$ cat src/pgo_defines.vh
`ifndef PGO_DEFINES_VH
`define PGO_DEFINES_VH

// ----------------------------------------------------------------
// Register addresses
// ----------------------------------------------------------------
`define PGO_ADDR_MODE 16'h00a0
`define PGO_ADDR_TRIG 16'h00a1
`define PGO_ADDR_ENB 16'h00a2
`define PGO_ADDR_ENA 16'h00a3
`define PGO_ADDR_NXB_A 16'hffa4
`define PGO_ADDR_NXA_A 16'hffa5
`define PGO_ADDR_NXB_B 16'hffa6
`define PGO_ADDR_NXA_B 16'hffa7

// ----------------------------------------------------------------
// Reset values and fixed read patterns
// ----------------------------------------------------------------
`define PGO_RST_MODE 4'h0
`define PGO_MODE_RSVD 4'hf
`define PGO_RST_TRIG 8'hff
`define PGO_RST_EN 8'h00
`define PGO_RST_NXT 8'h00
`define PGO_RST_PIN 4'h0
`define PGO_UNUSED 8'hff
`define PGO_NIB_ONES 4'hf
`define PGO_RD_IDLE 8'h00

// ----------------------------------------------------------------
// Field positions
// ----------------------------------------------------------------
`define PGO_SEL_G0 1:0
`define PGO_SEL_G1 3:2
`define PGO_SEL_G2 5:4
`define PGO_SEL_G3 7:6
`define PGO_NIB_HI 7:4
`define PGO_NIB_LO 3:0

// ----------------------------------------------------------------
// Group slices and non-overlap bits
// ----------------------------------------------------------------
`define PGO_GRP0 3:0
`define PGO_GRP1 7:4
`define PGO_GRP2 11:8
`define PGO_GRP3 15:12
`define PGO_BYTE_LO 7:0
`define PGO_BYTE_HI 15:8
`define PGO_NOV_G0 0
`define PGO_NOV_G1 1
`define PGO_NOV_G2 2
`define PGO_NOV_G3 3

// ----------------------------------------------------------------
// Timer channel codes
// ----------------------------------------------------------------
`define PGO_CH0 2'h0
`define PGO_CH1 2'h1
`define PGO_CH2 2'h2
`define PGO_CH3 2'h3

`endif

$ cat src/pgo_pattern_output.v
// How it works
// - Enabled bit copies staged data on trigger
// - Disabled bit keeps pin, no copy
// - Low-byte enables reset zero, read/write
// - Shared 2/3 trigger: byte at A4, A6 ones
// - Separate 2/3: group 3 high nibble A4
// - Shared 0/1 trigger: byte at A5, A7 ones
// - Separate 0/1: group 1 high nibble A5
// - Low staging: group 1 high, group 0 low
// - Normal mode updates at selected match A
// - Two-bit channel select per group, reset ones
// - Non-overlap uses both match A and B
//
// Added by the designer: strobed register access.

`include "pgo_defines.vh"

module pgo_pattern_output (
    // Clock and reset
    input wire clock,
    input wire srst,
    // Register port
    input wire [15:0] addr,
    input wire [7:0] wr_data,
    input wire wr_stb,
    input wire rd_stb,
    output reg [7:0] rd_data_ff,
    // Timer compare matches, one bit per channel
    input wire [3:0] cmp_a,
    input wire [3:0] cmp_b,
    // Pattern pins
    output wire [7:0] port_a_pin,
    output wire [7:0] port_b_pin,
    output wire [7:0] port_a_oe,
    output wire [7:0] port_b_oe
);

    // ------------------------------------------------------------
    // Staging layout helpers
    // ------------------------------------------------------------
    // Byte or nibble write, per pair layout
    function [7:0] stage_write;
        input [7:0] old;
        input [7:0] data;
        input shared;
        input hit_main;
        input hit_comp;
        begin
            stage_write = old;
            if (shared) begin
                if (hit_main) begin
                    stage_write = data;
                end
            end else begin
                if (hit_main) begin
                    stage_write[`PGO_NIB_HI] = data[`PGO_NIB_HI];
                end
                if (hit_comp) begin
                    stage_write[`PGO_NIB_LO] = data[`PGO_NIB_LO];
                end
            end
        end
    endfunction

    // Unused bits read as ones
    function [7:0] stage_read;
        input [7:0] val;
        input shared;
        input is_comp;
        begin
            if (shared) begin
                stage_read = is_comp ? `PGO_UNUSED : val;
            end else if (is_comp) begin
                stage_read = {`PGO_NIB_ONES, val[`PGO_NIB_LO]};
            end else begin
                stage_read = {val[`PGO_NIB_HI], `PGO_NIB_ONES};
            end
        end
    endfunction

    // Full 16-bit match, no partial decode
    function addr_is;
        input [15:0] a;
        input [15:0] target;
        begin
            addr_is = (a == target);
        end
    endfunction

    // Two groups share a trigger when they pick one channel
    function same_trig;
        input [1:0] sel_x;
        input [1:0] sel_y;
        begin
            same_trig = (sel_x == sel_y);
        end
    endfunction

    // ------------------------------------------------------------
    // Control registers
    // ------------------------------------------------------------
    reg [3:0] mode_ff;
    reg [7:0] trig_ff;
    reg [7:0] en_a_ff;
    reg [7:0] en_b_ff;
    reg [7:0] nxt_hi_ff;
    reg [7:0] nxt_lo_ff;
    reg [7:0] nxt_rd_data;

    // ------------------------------------------------------------
    // Address decode
    // ------------------------------------------------------------
    wire hit_mode = addr_is(addr, `PGO_ADDR_MODE);
    wire hit_trig = addr_is(addr, `PGO_ADDR_TRIG);
    wire hit_enb = addr_is(addr, `PGO_ADDR_ENB);
    wire hit_ena = addr_is(addr, `PGO_ADDR_ENA);
    wire hit_nxb_a = addr_is(addr, `PGO_ADDR_NXB_A);
    wire hit_nxa_a = addr_is(addr, `PGO_ADDR_NXA_A);
    wire hit_nxb_b = addr_is(addr, `PGO_ADDR_NXB_B);
    wire hit_nxa_b = addr_is(addr, `PGO_ADDR_NXA_B);

    // Either address of a staging pair
    wire hit_hi_stage = hit_nxb_a | hit_nxb_b;
    wire hit_lo_stage = hit_nxa_a | hit_nxa_b;

    // ------------------------------------------------------------
    // Trigger select fields
    // ------------------------------------------------------------
    wire [1:0] sel_g0 = trig_ff[`PGO_SEL_G0];
    wire [1:0] sel_g1 = trig_ff[`PGO_SEL_G1];
    wire [1:0] sel_g2 = trig_ff[`PGO_SEL_G2];
    wire [1:0] sel_g3 = trig_ff[`PGO_SEL_G3];

    // Pair layout follows the channel selects
    wire shared_hi = same_trig(sel_g2, sel_g3);
    wire shared_lo = same_trig(sel_g0, sel_g1);

    // ------------------------------------------------------------
    // Non-overlap mode register
    // ------------------------------------------------------------
    always @(posedge clock) begin
        if (srst) begin
            mode_ff <= `PGO_RST_MODE;
        end else if (wr_stb & hit_mode) begin
            mode_ff <= wr_data[`PGO_NIB_LO];
        end
    end

    // ------------------------------------------------------------
    // Trigger select register
    // ------------------------------------------------------------
    always @(posedge clock) begin
        if (srst) begin
            trig_ff <= `PGO_RST_TRIG;
        end else if (wr_stb & hit_trig) begin
            trig_ff <= wr_data;
        end
    end

    // ------------------------------------------------------------
    // Output enable registers
    // ------------------------------------------------------------
    always @(posedge clock) begin
        if (srst) begin
            en_a_ff <= `PGO_RST_EN;
        end else if (wr_stb & hit_ena) begin
            en_a_ff <= wr_data;
        end
    end

    always @(posedge clock) begin
        if (srst) begin
            en_b_ff <= `PGO_RST_EN;
        end else if (wr_stb & hit_enb) begin
            en_b_ff <= wr_data;
        end
    end

    // ------------------------------------------------------------
    // Staging registers
    // ------------------------------------------------------------
    // Companion writes land only in the separate layout
    always @(posedge clock) begin
        if (srst) begin
            nxt_hi_ff <= `PGO_RST_NXT;
        end else if (wr_stb) begin
            nxt_hi_ff <= stage_write(nxt_hi_ff, wr_data, shared_hi,
                                     hit_nxb_a, hit_nxb_b);
        end
    end

    always @(posedge clock) begin
        if (srst) begin
            nxt_lo_ff <= `PGO_RST_NXT;
        end else if (wr_stb) begin
            nxt_lo_ff <= stage_write(nxt_lo_ff, wr_data, shared_lo,
                                     hit_nxa_a, hit_nxa_b);
        end
    end

    // ------------------------------------------------------------
    // Read port
    // ------------------------------------------------------------
    always @* begin
        nxt_rd_data = `PGO_RD_IDLE;
        if (rd_stb) begin
            if (hit_mode) begin
                nxt_rd_data = {`PGO_MODE_RSVD, mode_ff};
            end else if (hit_trig) begin
                nxt_rd_data = trig_ff;
            end else if (hit_ena) begin
                nxt_rd_data = en_a_ff;
            end else if (hit_enb) begin
                nxt_rd_data = en_b_ff;
            end else if (hit_hi_stage) begin
                nxt_rd_data = stage_read(nxt_hi_ff, shared_hi, hit_nxb_b);
            end else if (hit_lo_stage) begin
                nxt_rd_data = stage_read(nxt_lo_ff, shared_lo, hit_nxa_b);
            end else begin
                nxt_rd_data = `PGO_UNUSED;
            end
        end
    end

    // ------------------------------------------------------------
    // Read data register
    // ------------------------------------------------------------
    always @(posedge clock) begin
        if (srst) begin
            rd_data_ff <= `PGO_RD_IDLE;
        end else begin
            rd_data_ff <= nxt_rd_data;
        end
    end

    // ------------------------------------------------------------
    // Trigger selection and output groups
    // ------------------------------------------------------------
    wire trig_a_g0;
    wire trig_b_g0;
    wire trig_a_g1;
    wire trig_b_g1;
    wire trig_a_g2;
    wire trig_b_g2;
    wire trig_a_g3;
    wire trig_b_g3;
    wire nov_g0 = mode_ff[`PGO_NOV_G0];
    wire nov_g1 = mode_ff[`PGO_NOV_G1];
    wire nov_g2 = mode_ff[`PGO_NOV_G2];
    wire nov_g3 = mode_ff[`PGO_NOV_G3];
    wire [15:0] nxt_all = {nxt_hi_ff, nxt_lo_ff};
    wire [15:0] en_all = {en_b_ff, en_a_ff};
    wire [15:0] pin_all;

    // Group 0, low byte lower pins
    pgo_trig_sel u_sel_g0 (
        .sel(sel_g0),
        .cmp_a(cmp_a),
        .cmp_b(cmp_b),
        .trig_a(trig_a_g0),
        .trig_b(trig_b_g0)
    );

    pgo_group u_grp_g0 (
        .clock(clock),
        .srst(srst),
        .nxt_data(nxt_all[`PGO_GRP0]),
        .enable(en_all[`PGO_GRP0]),
        .nonoverlap(nov_g0),
        .trig_a(trig_a_g0),
        .trig_b(trig_b_g0),
        .pin_ff(pin_all[`PGO_GRP0])
    );

    // Group 1, low byte upper pins
    pgo_trig_sel u_sel_g1 (
        .sel(sel_g1),
        .cmp_a(cmp_a),
        .cmp_b(cmp_b),
        .trig_a(trig_a_g1),
        .trig_b(trig_b_g1)
    );

    pgo_group u_grp_g1 (
        .clock(clock),
        .srst(srst),
        .nxt_data(nxt_all[`PGO_GRP1]),
        .enable(en_all[`PGO_GRP1]),
        .nonoverlap(nov_g1),
        .trig_a(trig_a_g1),
        .trig_b(trig_b_g1),
        .pin_ff(pin_all[`PGO_GRP1])
    );

    // Group 2, high byte lower pins
    pgo_trig_sel u_sel_g2 (
        .sel(sel_g2),
        .cmp_a(cmp_a),
        .cmp_b(cmp_b),
        .trig_a(trig_a_g2),
        .trig_b(trig_b_g2)
    );

    pgo_group u_grp_g2 (
        .clock(clock),
        .srst(srst),
        .nxt_data(nxt_all[`PGO_GRP2]),
        .enable(en_all[`PGO_GRP2]),
        .nonoverlap(nov_g2),
        .trig_a(trig_a_g2),
        .trig_b(trig_b_g2),
        .pin_ff(pin_all[`PGO_GRP2])
    );

    // Group 3, high byte upper pins
    pgo_trig_sel u_sel_g3 (
        .sel(sel_g3),
        .cmp_a(cmp_a),
        .cmp_b(cmp_b),
        .trig_a(trig_a_g3),
        .trig_b(trig_b_g3)
    );

    pgo_group u_grp_g3 (
        .clock(clock),
        .srst(srst),
        .nxt_data(nxt_all[`PGO_GRP3]),
        .enable(en_all[`PGO_GRP3]),
        .nonoverlap(nov_g3),
        .trig_a(trig_a_g3),
        .trig_b(trig_b_g3),
        .pin_ff(pin_all[`PGO_GRP3])
    );

    // ------------------------------------------------------------
    // Pin and enable outputs
    // ------------------------------------------------------------
    assign port_a_pin = pin_all[`PGO_BYTE_LO];
    assign port_b_pin = pin_all[`PGO_BYTE_HI];
    assign port_a_oe = en_a_ff;
    assign port_b_oe = en_b_ff;

endmodule // pgo_pattern_output

$ cat src/pgo_trig_sel.v
`include "pgo_defines.vh"

module pgo_trig_sel (
    // Channel choice
    input wire [1:0] sel,
    // Timer compare matches, one bit per channel
    input wire [3:0] cmp_a,
    input wire [3:0] cmp_b,
    // Selected matches
    output reg trig_a,
    output reg trig_b
);

    always @* begin
        case (sel)
            `PGO_CH0: begin
                trig_a = cmp_a[0];
                trig_b = cmp_b[0];
            end
            `PGO_CH1: begin
                trig_a = cmp_a[1];
                trig_b = cmp_b[1];
            end
            `PGO_CH2: begin
                trig_a = cmp_a[2];
                trig_b = cmp_b[2];
            end
            default: begin
                trig_a = cmp_a[3];
                trig_b = cmp_b[3];
            end
        endcase
    end

endmodule // pgo_trig_sel

$ cat src/pgo_group.v
`include "pgo_defines.vh"

module pgo_group (
    // Clock and reset
    input wire clock,
    input wire srst,
    // Staged data and controls
    input wire [3:0] nxt_data,
    input wire [3:0] enable,
    input wire nonoverlap,
    // Selected compare matches
    input wire trig_a,
    input wire trig_b,
    // Pin values
    output reg [3:0] pin_ff
);

    reg [3:0] set_mask;
    reg [3:0] clr_mask;
    reg [3:0] nxt_pin;

    always @* begin
        if (nonoverlap) begin
            // Falling bits at match B, rising bits at match A
            set_mask = {4{trig_a}} & enable & nxt_data;
            clr_mask = {4{trig_b}} & enable & ~nxt_data;
        end else begin
            set_mask = {4{trig_a}} & enable & nxt_data;
            clr_mask = {4{trig_a}} & enable & ~nxt_data;
        end
        nxt_pin = (pin_ff & ~clr_mask) | set_mask;
    end

    always @(posedge clock) begin
        if (srst) begin
            pin_ff <= `PGO_RST_PIN;
        end else begin
            pin_ff <= nxt_pin;
        end
    end

endmodule // pgo_group

$ cat config.mk
export PLATFORM = sky130hd
export DESIGN_NAME = pgo_pattern_output
export DESIGN_NICKNAME = d
export VERILOG_FILES = /design/src/pgo_pattern_output.v /design/src/pgo_trig_sel.v /design/src/pgo_group.v
export VERILOG_INCLUDE_DIRS = /design/src
export SDC_FILE = /design/constraint.sdc
export NUM_CORES = 1
export LEC_CHECK = 0
export ABC_AREA = 1
export BUFFER_PORTS_ARGS = -buffer_cell sky130_fd_sc_hd__buf_4
export CAP_MARGIN = 30
export CORE_MARGIN = 3
export CORE_UTILIZATION = 59
export DETAILED_ROUTE_END_ITERATION = 8
export GPL_ROUTABILITY_DRIVEN = 0
export GPL_TIMING_DRIVEN = 0
export PLACE_DENSITY = 0.86
export SETUP_SLACK_MARGIN = 0.02
export SLEW_MARGIN = 20
export SYNTH_ARGS = -nofsm -noshare
export SYNTH_HDL_FRONTEND = slang
export SYNTH_SLANG_ARGS = --single-unit
$ cat constraint.sdc
create_clock -name clock -period 3.5 [get_ports clock]
set_input_delay 0.175 -clock clock [delete_from_list [all_inputs] [get_ports clock]]
set_output_delay 0.175 -clock clock [all_outputs]
set_load 0.1 [all_outputs]
* Yosys cells after proc, flatten, opt, wreduce, memory -nomap -nowiden *
Cells that the tools add are included.

storage, ports and cells
  flip-flop bits (word level) = 68
  logic and storage cells = 119
  bits of input ports = 36
  output and inout port bits = 40

cells by class
  muxes and demuxes = 32
  equality and inequality tests = 20
  bitwise logic cells = 43
  reduce and logical (&&, ||, !) cells = 11

operators with widths
  cell                    number
  $mux W8                 16
  $and A4 B4 Y4           24
  $eq A16 B16 Y1 const B  4
  $eq A16 B8 Y1 const B   4
  $mux W4                 8
  $not A4 Y4              8
  $pmux W1 S3             8
  $or A4 B4 Y4            4
  $eq A2 B1 Y1 const B    4
  $eq A2 B2 Y1 const B    4
  $logic_not A2 Y1        4
  $reduce_and A3 Y1       2
  $and A1 B1 Y1           4
  $eq A2 B2 Y1            2
  $ne A2 B2 Y1 const B    2
  $reduce_and A2 Y1       2
  $reduce_bool A2 Y1      2
  $or A1 B1 Y1            2
  $reduce_or A2 Y1        1
  $not A1 Y1              1

* Depth between registers and ports, before layout *
Gate-level depths: netlist (run 1).

  depth after elaboration = 9
  gate-level depth with buffers = 13

* Cells and area by module *
A second synthesis (run 1) with hierarchy kept.

second synthesis, totals
  cell total of the unflattened synthesis = 634
  area, all modules = 3922.5 µm²

by module, submodules not included
  module              area an instance (µm²)  cells an instance  times used
  pgo_pattern_output  2631.3                  402                1
  pgo_group           262.8                   46                 4
  pgo_trig_sel        60.1                    12                 4

* Worst setup path after synthesis (run 1) *
OpenSTA, ideal clock, no wires.

  path type = register -> register
  start = register en_a_ff[1], in the netlist port_a_oe[1]
  end = register u_grp_g0.pin_ff[1]
  required time = 3424 ps
  path slack = 1894 ps
  setup time = 76 ps
  cell stages (with the launch flop) = 5
  arrival = 1530 ps
  cells stage by stage = dfxtp_1 > inv_1 > nor3_1 > o21ai_0 > a31oi_1

on the way
  cells in the longest elaborated chain, start to end = 6
  elaborated cells on any way between the ends = 9

ends and longest elaborated chain
  what                                     RTL line                        RTL
  from (decl)                              pgo_pattern_output.v:104        reg [7:0] en_a_ff;
  from (signal assigned)                   pgo_pattern_output.v:165        en_a_ff <= `PGO_RST_EN;
  from (signal assigned)                   pgo_pattern_output.v:167        en_a_ff <= wr_data;
  $and A4 B4 Y4, on equally long branches  --
  $and A4 B4 Y4, on equally long branches  pgo_group.v:29, pgo_group.v:26
  $mux W4                                  pgo_group.v:23                  if (nonoverlap) begin
  $not A4 Y4                               pgo_group.v:31                  nxt_pin = (pin_ff & ~clr_mask) | set_mask;
  $and A4 B4 Y4                            pgo_group.v:31
  $or A4 B4 Y4 *                           pgo_group.v:31
  to (signal assigned)                     pgo_group.v:36                  pin_ff <= `PGO_RST_PIN;
  to (signal assigned)                     pgo_group.v:38                  pin_ff <= nxt_pin;
  to (decl)                                pgo_group.v:15                  output reg [3:0] pin_ff

Mark *: on every way between the ends. The rest lies on a longest branch, timed or not.
A chain may end at the register's enable or synchronous reset.

* Worst setup path in the final report (run 1) *
  start = register trig_ff[3]
  end = register u_grp_g1.pin_ff[2]

on the way
  cells in the longest elaborated chain, start to end = 8
  elaborated cells on any way between the ends = 14

ends and longest elaborated chain
  what                                     RTL line                        RTL
  from (decl)                              pgo_pattern_output.v:103        reg [7:0] trig_ff;
  from (signal assigned)                   pgo_pattern_output.v:154        trig_ff <= `PGO_RST_TRIG;
  from (signal assigned)                   pgo_pattern_output.v:156        trig_ff <= wr_data;
  $eq A2 B2 Y1 (tied with other cells)     pgo_trig_sel.v:15               case (sel)
  $pmux W1 S3                              pgo_trig_sel.v:15
  $and A4 B4 Y4, on equally long branches  --
  $and A4 B4 Y4, on equally long branches  pgo_group.v:29, pgo_group.v:26
  $mux W4                                  pgo_group.v:23
  $not A4 Y4                               pgo_group.v:31
  $and A4 B4 Y4                            pgo_group.v:31
  $or A4 B4 Y4 *                           pgo_group.v:31
  to (signal assigned)                     pgo_group.v:36
  to (signal assigned)                     pgo_group.v:38
  to (decl)                                pgo_group.v:15

Marked as above.

==> run summary, run 1 <==
Status: completed
Largest net degree at the start of global routing: 13
H-tree depth: 3
Layout cells sized above 1: 0.214
CTS tree: built
# Max-Cap Violations: 0
Max FO, Critical Path: 6
Hold Crit Class: in2reg
CP required: 3.73 ns
Post-synthesis cell type count: 27
Slew Viols, Final: 0
Slowest stage cell on the critical path: o21ai_2
Post-Place Setup Slack: 1.70 ns
Leak pwr: 1.91 nW
# resized after CTS: 0
Most used cell, CP: nand3_1
Number of diodes: 0
CORE AREA: 5640 um^2
Tmin final: 1.88 ns
Layout Skew: 0.00742 ns
Internal: 0.00130 W
Cts bufs inserted: 9
Detail Route Antenna Nets: 0
Share of the yosys chip area belonging to registers: 0.386
Die span in x: 83.3 um
Clock latency on the worst-skew pair: 0.36 ns
Worst slew margin: 0.407
WP buf/inv: 1
Nets: 633
Sink Count: 68
Initial core utilization: 0.625
Clk pwr share: 0.459
Wirelength per Cell: 17.0 um
Syn Nets: 548
Gr usage total: 0.326
#FFs+latches synth: 68
WS Path Type: reg2reg
Area Overhead vs Synth: 25.1%
Worst ir drop on vdd: 0.297 mV
Comb pwr share: 0.089
Slowest cell delay on critical path: 0.38 ns
Postcts setup bufs: 0
CP startpoint kind: flop
DRC Markers: 0
Fin area: 4410 um^2
Tot Pwr: 0.00172 W
Syn Std Cell Area: 3520 um^2
Gr ovfl total: 0
Rows: 27
Post-Synthesis Cells: 512
DR vias: 4072
Upper clock frequency limit: 532 MHz
Switching share of power: 0.247
Setup violators final: 0
Ports: 76
Crit path max-delay family: compound AO/OA/AOI/OAI gates
Die Span Y: 83.3 um
Final worst-path cycle share: 0.537
Ys Warns: 0
Port buffer count: 74
Initial DRC Count: 572
Clk slew on worst S/H paths: 0.08 ns
Final WS setup: 1.62 ns
Root buf cell: clkbuf_8
Worst path cell trace: inv_1 -> nand3_1 -> nand3_1 -> o21ai_0 -> o21ai_2 -> nand3_1 -> a22oi_1 -> nor2_1
Fin. Hold Viols: 0
Number of global-route vias before repair: 3788
RSZ-0062 raised after global routing: no
Hold buffers post-CTS: 0
TNS Setup: 0 ns
Sequential share of power: 0.452
Clk buf depth: 2
WL final: 11400 um
Worst slew pin tran: 0.880 ns
Initial antenna violation count: 0
Placed cell area: 4170 um^2
Critical path arrival: 2.11 ns
WHS: 0.0936 ns
DRT Pass-1 Iters: 5
First-pass GRT wire length: 18200 um
Net switching power: 0.000425 W
Vias/cell: 6.04
Post-DP HPWL: 8470 um
Avg Inst Size Synth: 6.88 um^2
Crit path capture type: flop
Power Density: 391 nW/um^2
Die area: 6940 um^2
through the flow:
stage	instances	utilization
final	674	0.782
after global routing	674	0.782
after CTS	674	0.782
after detailed placement	658	0.739
after global placement	658	0.739
after floorplan	512	-
cell type report:
type	instances	area, um^2
inverters	68	255
plain buffers	12	91.3
repair buffers	74	556
fillers	439	1230
multi-input cells	364	1820
clock inverters	6	111
well taps	72	90.1
clock buffers	10	128
flip-flops and latches	68	1360
path summary, 6_finish.rpt:
kind	start	endpoint	slack (ns)	cells after the start
max	trig_ff[3]	u_grp_g1.pin_ff[2]	1.62	8
min	wr_data[6]	trig_ff[6]	0.09	3
max reg2reg	trig_ff[3]	u_grp_g1.pin_ff[2]	1.62	8
min reg2reg	u_grp_g0.pin_ff[2]	u_grp_g0.pin_ff[2]	0.46	2
cells by family after synthesis:
kind of cell / Yosys count / synth area share
DFF: 68 / 0.386
and+or+nand+nor: 203 / 0.270
buffers and inverters: 80 / 0.0983
AOI/OAI and AO/OA: 161 / 0.245
power groups by stage:
stage	clock, W	sequential [W]	combinational, W
finish	0.000791	0.000779	0.000154
CTS	0.000788	0.000779	0.000150
global placement	0	0.000797	0.000147
detailed placement	0	0.000797	0.000149
global route	0.000825	0.000779	0.000160
floorplan	0	0.000833	0.0000407
cells in the final DEF, fill, tap and decap left out, types with 2 or more instances in the layout:
cell	count
a21oi_1	58
nor2_4	6
a22oi_1	2
nor3_1	13
o211ai_1	6
nand2_1	87
nand3_1	50
o21ai_0	67
o21ai_1	10
inv_2	8
dfxtp_1	68
nand2_2	6
bufinv_16	3
clkbuf_8	9
buf_4	74
inv_1	60
clkbuf_1	6
buf_6	6
a31oi_1	12
nand3b_1	2
nor2_2	6
o21ai_2	5
nand4_1	3
nor4_1	2
nor2_1	25
metal layers:
layer | track usage | vias to the layer above | wire length, um
met5 | 0 | - | 0
met4 | 0.158 | 0 | 487
met3 | 0.0734 | 56 | 1170
met2 | 0.533 | 261 | 5200
met1 | 0.404 | 1852 | 4580
li1 | - | 1903 | -
cell usage after synthesis:
library cell | count | share of area
a21oi_1 | 58 | 0.082
a22oi_1 | 2 | 0.0043
a31oi_1 | 12 | 0.021
and3_1 | 1 | 0.0018
buf_2 | 1 | 0.0014
buf_6 | 6 | 0.019
clkbuf_1 | 5 | 0.0053
dfxtp_1 | 68 | 0.39
inv_1 | 60 | 0.064
inv_2 | 8 | 0.0085
nand2_1 | 87 | 0.093
nand2_2 | 6 | 0.011
nand2_4 | 1 | 0.0032
nand3_1 | 50 | 0.071
nand3b_1 | 2 | 0.0043
nand4_1 | 3 | 0.0053
nor2_1 | 25 | 0.027
nor2_2 | 6 | 0.011
nor2_4 | 6 | 0.019
nor3_1 | 13 | 0.018
nor3_2 | 1 | 0.0028
nor4_1 | 2 | 0.0035
o211ai_1 | 6 | 0.013
o21ai_0 | 67 | 0.095
o21ai_1 | 10 | 0.014
o21ai_2 | 5 | 0.012
o21ba_1 | 1 | 0.0028
tightest hold or removal path, delay by kind of cell:
kind / cells / cell delay [ns]
buf+inv: 1 / 0.11
compound gates: 2 / 0.13
flip-flops by register name, summed over array words and instances, names as in the netlist:
register	flops
port_b_oe	8
port_a_oe	8
u_grp_g2.pin_ff	4
trig_ff	8
u_grp_g0.pin_ff	4
u_grp_g1.pin_ff	4
nxt_hi_ff	8
nxt_lo_ff	8
mode_ff	4
u_grp_g3.pin_ff	4
rd_data_ff	8
Power figures use the tool's default switching activity.
==> run 2, diff against run 1 <==
CORE_UTILIZATION = 54   (was 59)
PLACE_DENSITY = 0.79   (was 0.86)
clock period = 1.85 ns   (was 3.5 ns; I/O delays follow)
==> run 2 against run 1 <==
  * Final area up 0.31%
  * Count of clock-buffer cells in the layout unchanged
  * Register-to-register slack worse by 1.4 ns
  * Largest power group unchanged
==> run summary, run 2 (same netlist as run 1, synthesis figures left out) <==
Initial core utilization: 0.575
WL final: 11400 um
Critical path arrival: 1.89 ns
Clk slew on worst S/H paths: 0.08 ns
Max FO, Critical Path: 7
Final WS setup: 0.183 ns
Setup violators final: 0
Root buf cell: clkbuf_8
Fin. Hold Viols: 0
Crit path capture type: flop
Area Overhead vs Synth: 25.5%
Layout Skew: 0.00603 ns
Comb pwr share: 0.089
Number of global-route vias before repair: 3632
First-pass GRT wire length: 18100 um
Worst ir drop on vdd: 0.602 mV
H-tree depth: 3
Power Density: 739 nW/um^2
Largest net degree at the start of global routing: 13
Commonest non-fill, non-tap cell in the layout: nand2_1
Clk pwr share: 0.460
TNS Setup: 0 ns
Upper clock frequency limit: 600 MHz
Sink Count: 68
DRT Pass-1 Iters: 5
Gr usage total: 0.312
Worst slew margin: 0.547
Status: completed
Worst path cell trace: inv_2 -> nand2_1 -> nand2_1 -> nor2_2 -> inv_1 -> nand2_2 -> nand2_2 -> inv_2 -> nand2_1 -> nand3_1 -> nand2_1 -> nand2_1 -> a21oi_1
WS Path Type: reg2reg
Tmin final: 1.67 ns
Clock latency on the worst-skew pair: 0.34 ns
Initial DRC Count: 388
Internal: 0.00246 W
Layout Utilization: 0.721
Initial antenna violation count: 0
Fin area: 4420 um^2
# Max-Cap Violations: 0
Switching share of power: 0.248
Leak pwr: 1.91 nW
Sequential share of power: 0.451
RSZ-0062 raised after global routing: no
Layout cells sized above 1: 0.223
CTS tree: built
Gr ovfl total: 0
DRC Markers: 0
Net switching power: 0.000811 W
Die area: 7530 um^2
Tot Pwr: 0.00327 W
Postcts setup bufs: 0
Most frequent cells in the layout: 87 x nand2_1, 74 x buf_4, 64 x o21ai_0, 64 x dfxtp_1, 60 x inv_1
Nets: 633
WP buf/inv: 3
Hold Crit Class: in2reg
Fill count: 539
Most used cell, CP: nand2_1
DR vias: 3977
Final worst-path cycle share: 0.901
Slowest stage cell on the critical path: dfxtp_1
Post-DP HPWL: 8640 um
Ports: 76
Placed cell area: 4170 um^2
Rows: 28
Detail Route Antenna Nets: 0
CP startpoint kind: flop
Post-Place Setup Slack: 0.0142 ns
Cts bufs inserted: 9
Slew Viols, Final: 0
Number of diodes: 0
Worst slew pin tran: 0.679 ns
FF+latch area: 1370 um^2
Die span in x: 86.8 um
Wirelength per Cell: 16.8 um
CORE AREA: 6130 um^2
CP required: 2.07 ns
Area of the multi-input gates: 1820 um^2
Vias/cell: 5.87
Port buffer count: 74
Clk buf depth: 2
Slowest cell delay on critical path: 0.45 ns
Die Span Y: 86.8 um
Crit path max-delay family: simple AND/OR/NAND/NOR gates
## run 2: cell count changes in the layout (fill, tap and decap cells not counted), sizes merged
cell,previous run,this run
clkinv,1,3
inv,69,68
clkinvlp,1,0
## run 2: cell type report
cell class | instances | area share
buffer | 12 | 0.0207
clock buffer | 10 | 0.0289
clock inverter | 6 | 0.0255
inverter | 68 | 0.0577
multi-input combinational | 364 | 0.412
sequential | 68 | 0.309
tap | 75 | 0.0212
timing repair buffer | 74 | 0.126
## run 2: final timing paths
kind | startpoint | to | slack (ns) | depth (start not counted)
max | trig_ff[4] | rd_data_ff[2] | 0.18 | 13
min reg2reg | u_grp_g3.pin_ff[2] | u_grp_g3.pin_ff[2] | 0.47 | 2
min | wr_data[5] | trig_ff[5] | 0.03 | 3
max reg2reg | trig_ff[4] | rd_data_ff[2] | 0.18 | 13
## run 2: repair_timing
| item | in CTS | in global routing |
|---|---|---|
| pin swaps | 1 | 1 |
| resized for setup | 1 | 7 |
| setup endpoints to repair | 1 | 7 |
| hold buffers | 0 | 0 |
## run 2: power groups by stage
stage                     Combinational [W]  Sequential [W]  Clock, W
final                              0.000291         0.00147   0.00150
after global routing               0.000307         0.00147   0.00158
after CTS                          0.000286         0.00147   0.00150
after detailed placement           0.000284         0.00151         0
after global placement             0.000279         0.00151         0
after floorplan                   0.0000771         0.00158         0
## run 2: routing by layer
layer / GRT usage / part of all wire / vias to the layer above
met1: 0.407 / 0.39 / 1819
met2: 0.503 / 0.48 / 231
met4: 0.115 / 0.023 / 0
li1: - / - / 1899
met3: 0.0694 / 0.10 / 28
met5: 0 / 0 / -
## run 2: per-stage QoR
stage | hold slack (ns) | std cells
after global routing | 0.0212 | 677
after detailed placement | 0.375 | 661
after global placement | 0.361 | 661
after floorplan | 0.219 | 512
after CTS | 0.0182 | 677
final | 0.0274 | 677
## run 2: worst min-delay path: cells and delay by family
| family | cells | cell delay, ns |
|---|---|---|
| AO/OA/AOI/OAI | 2 | 0.12 |
| buffers and inverters | 1 | 0.12 |
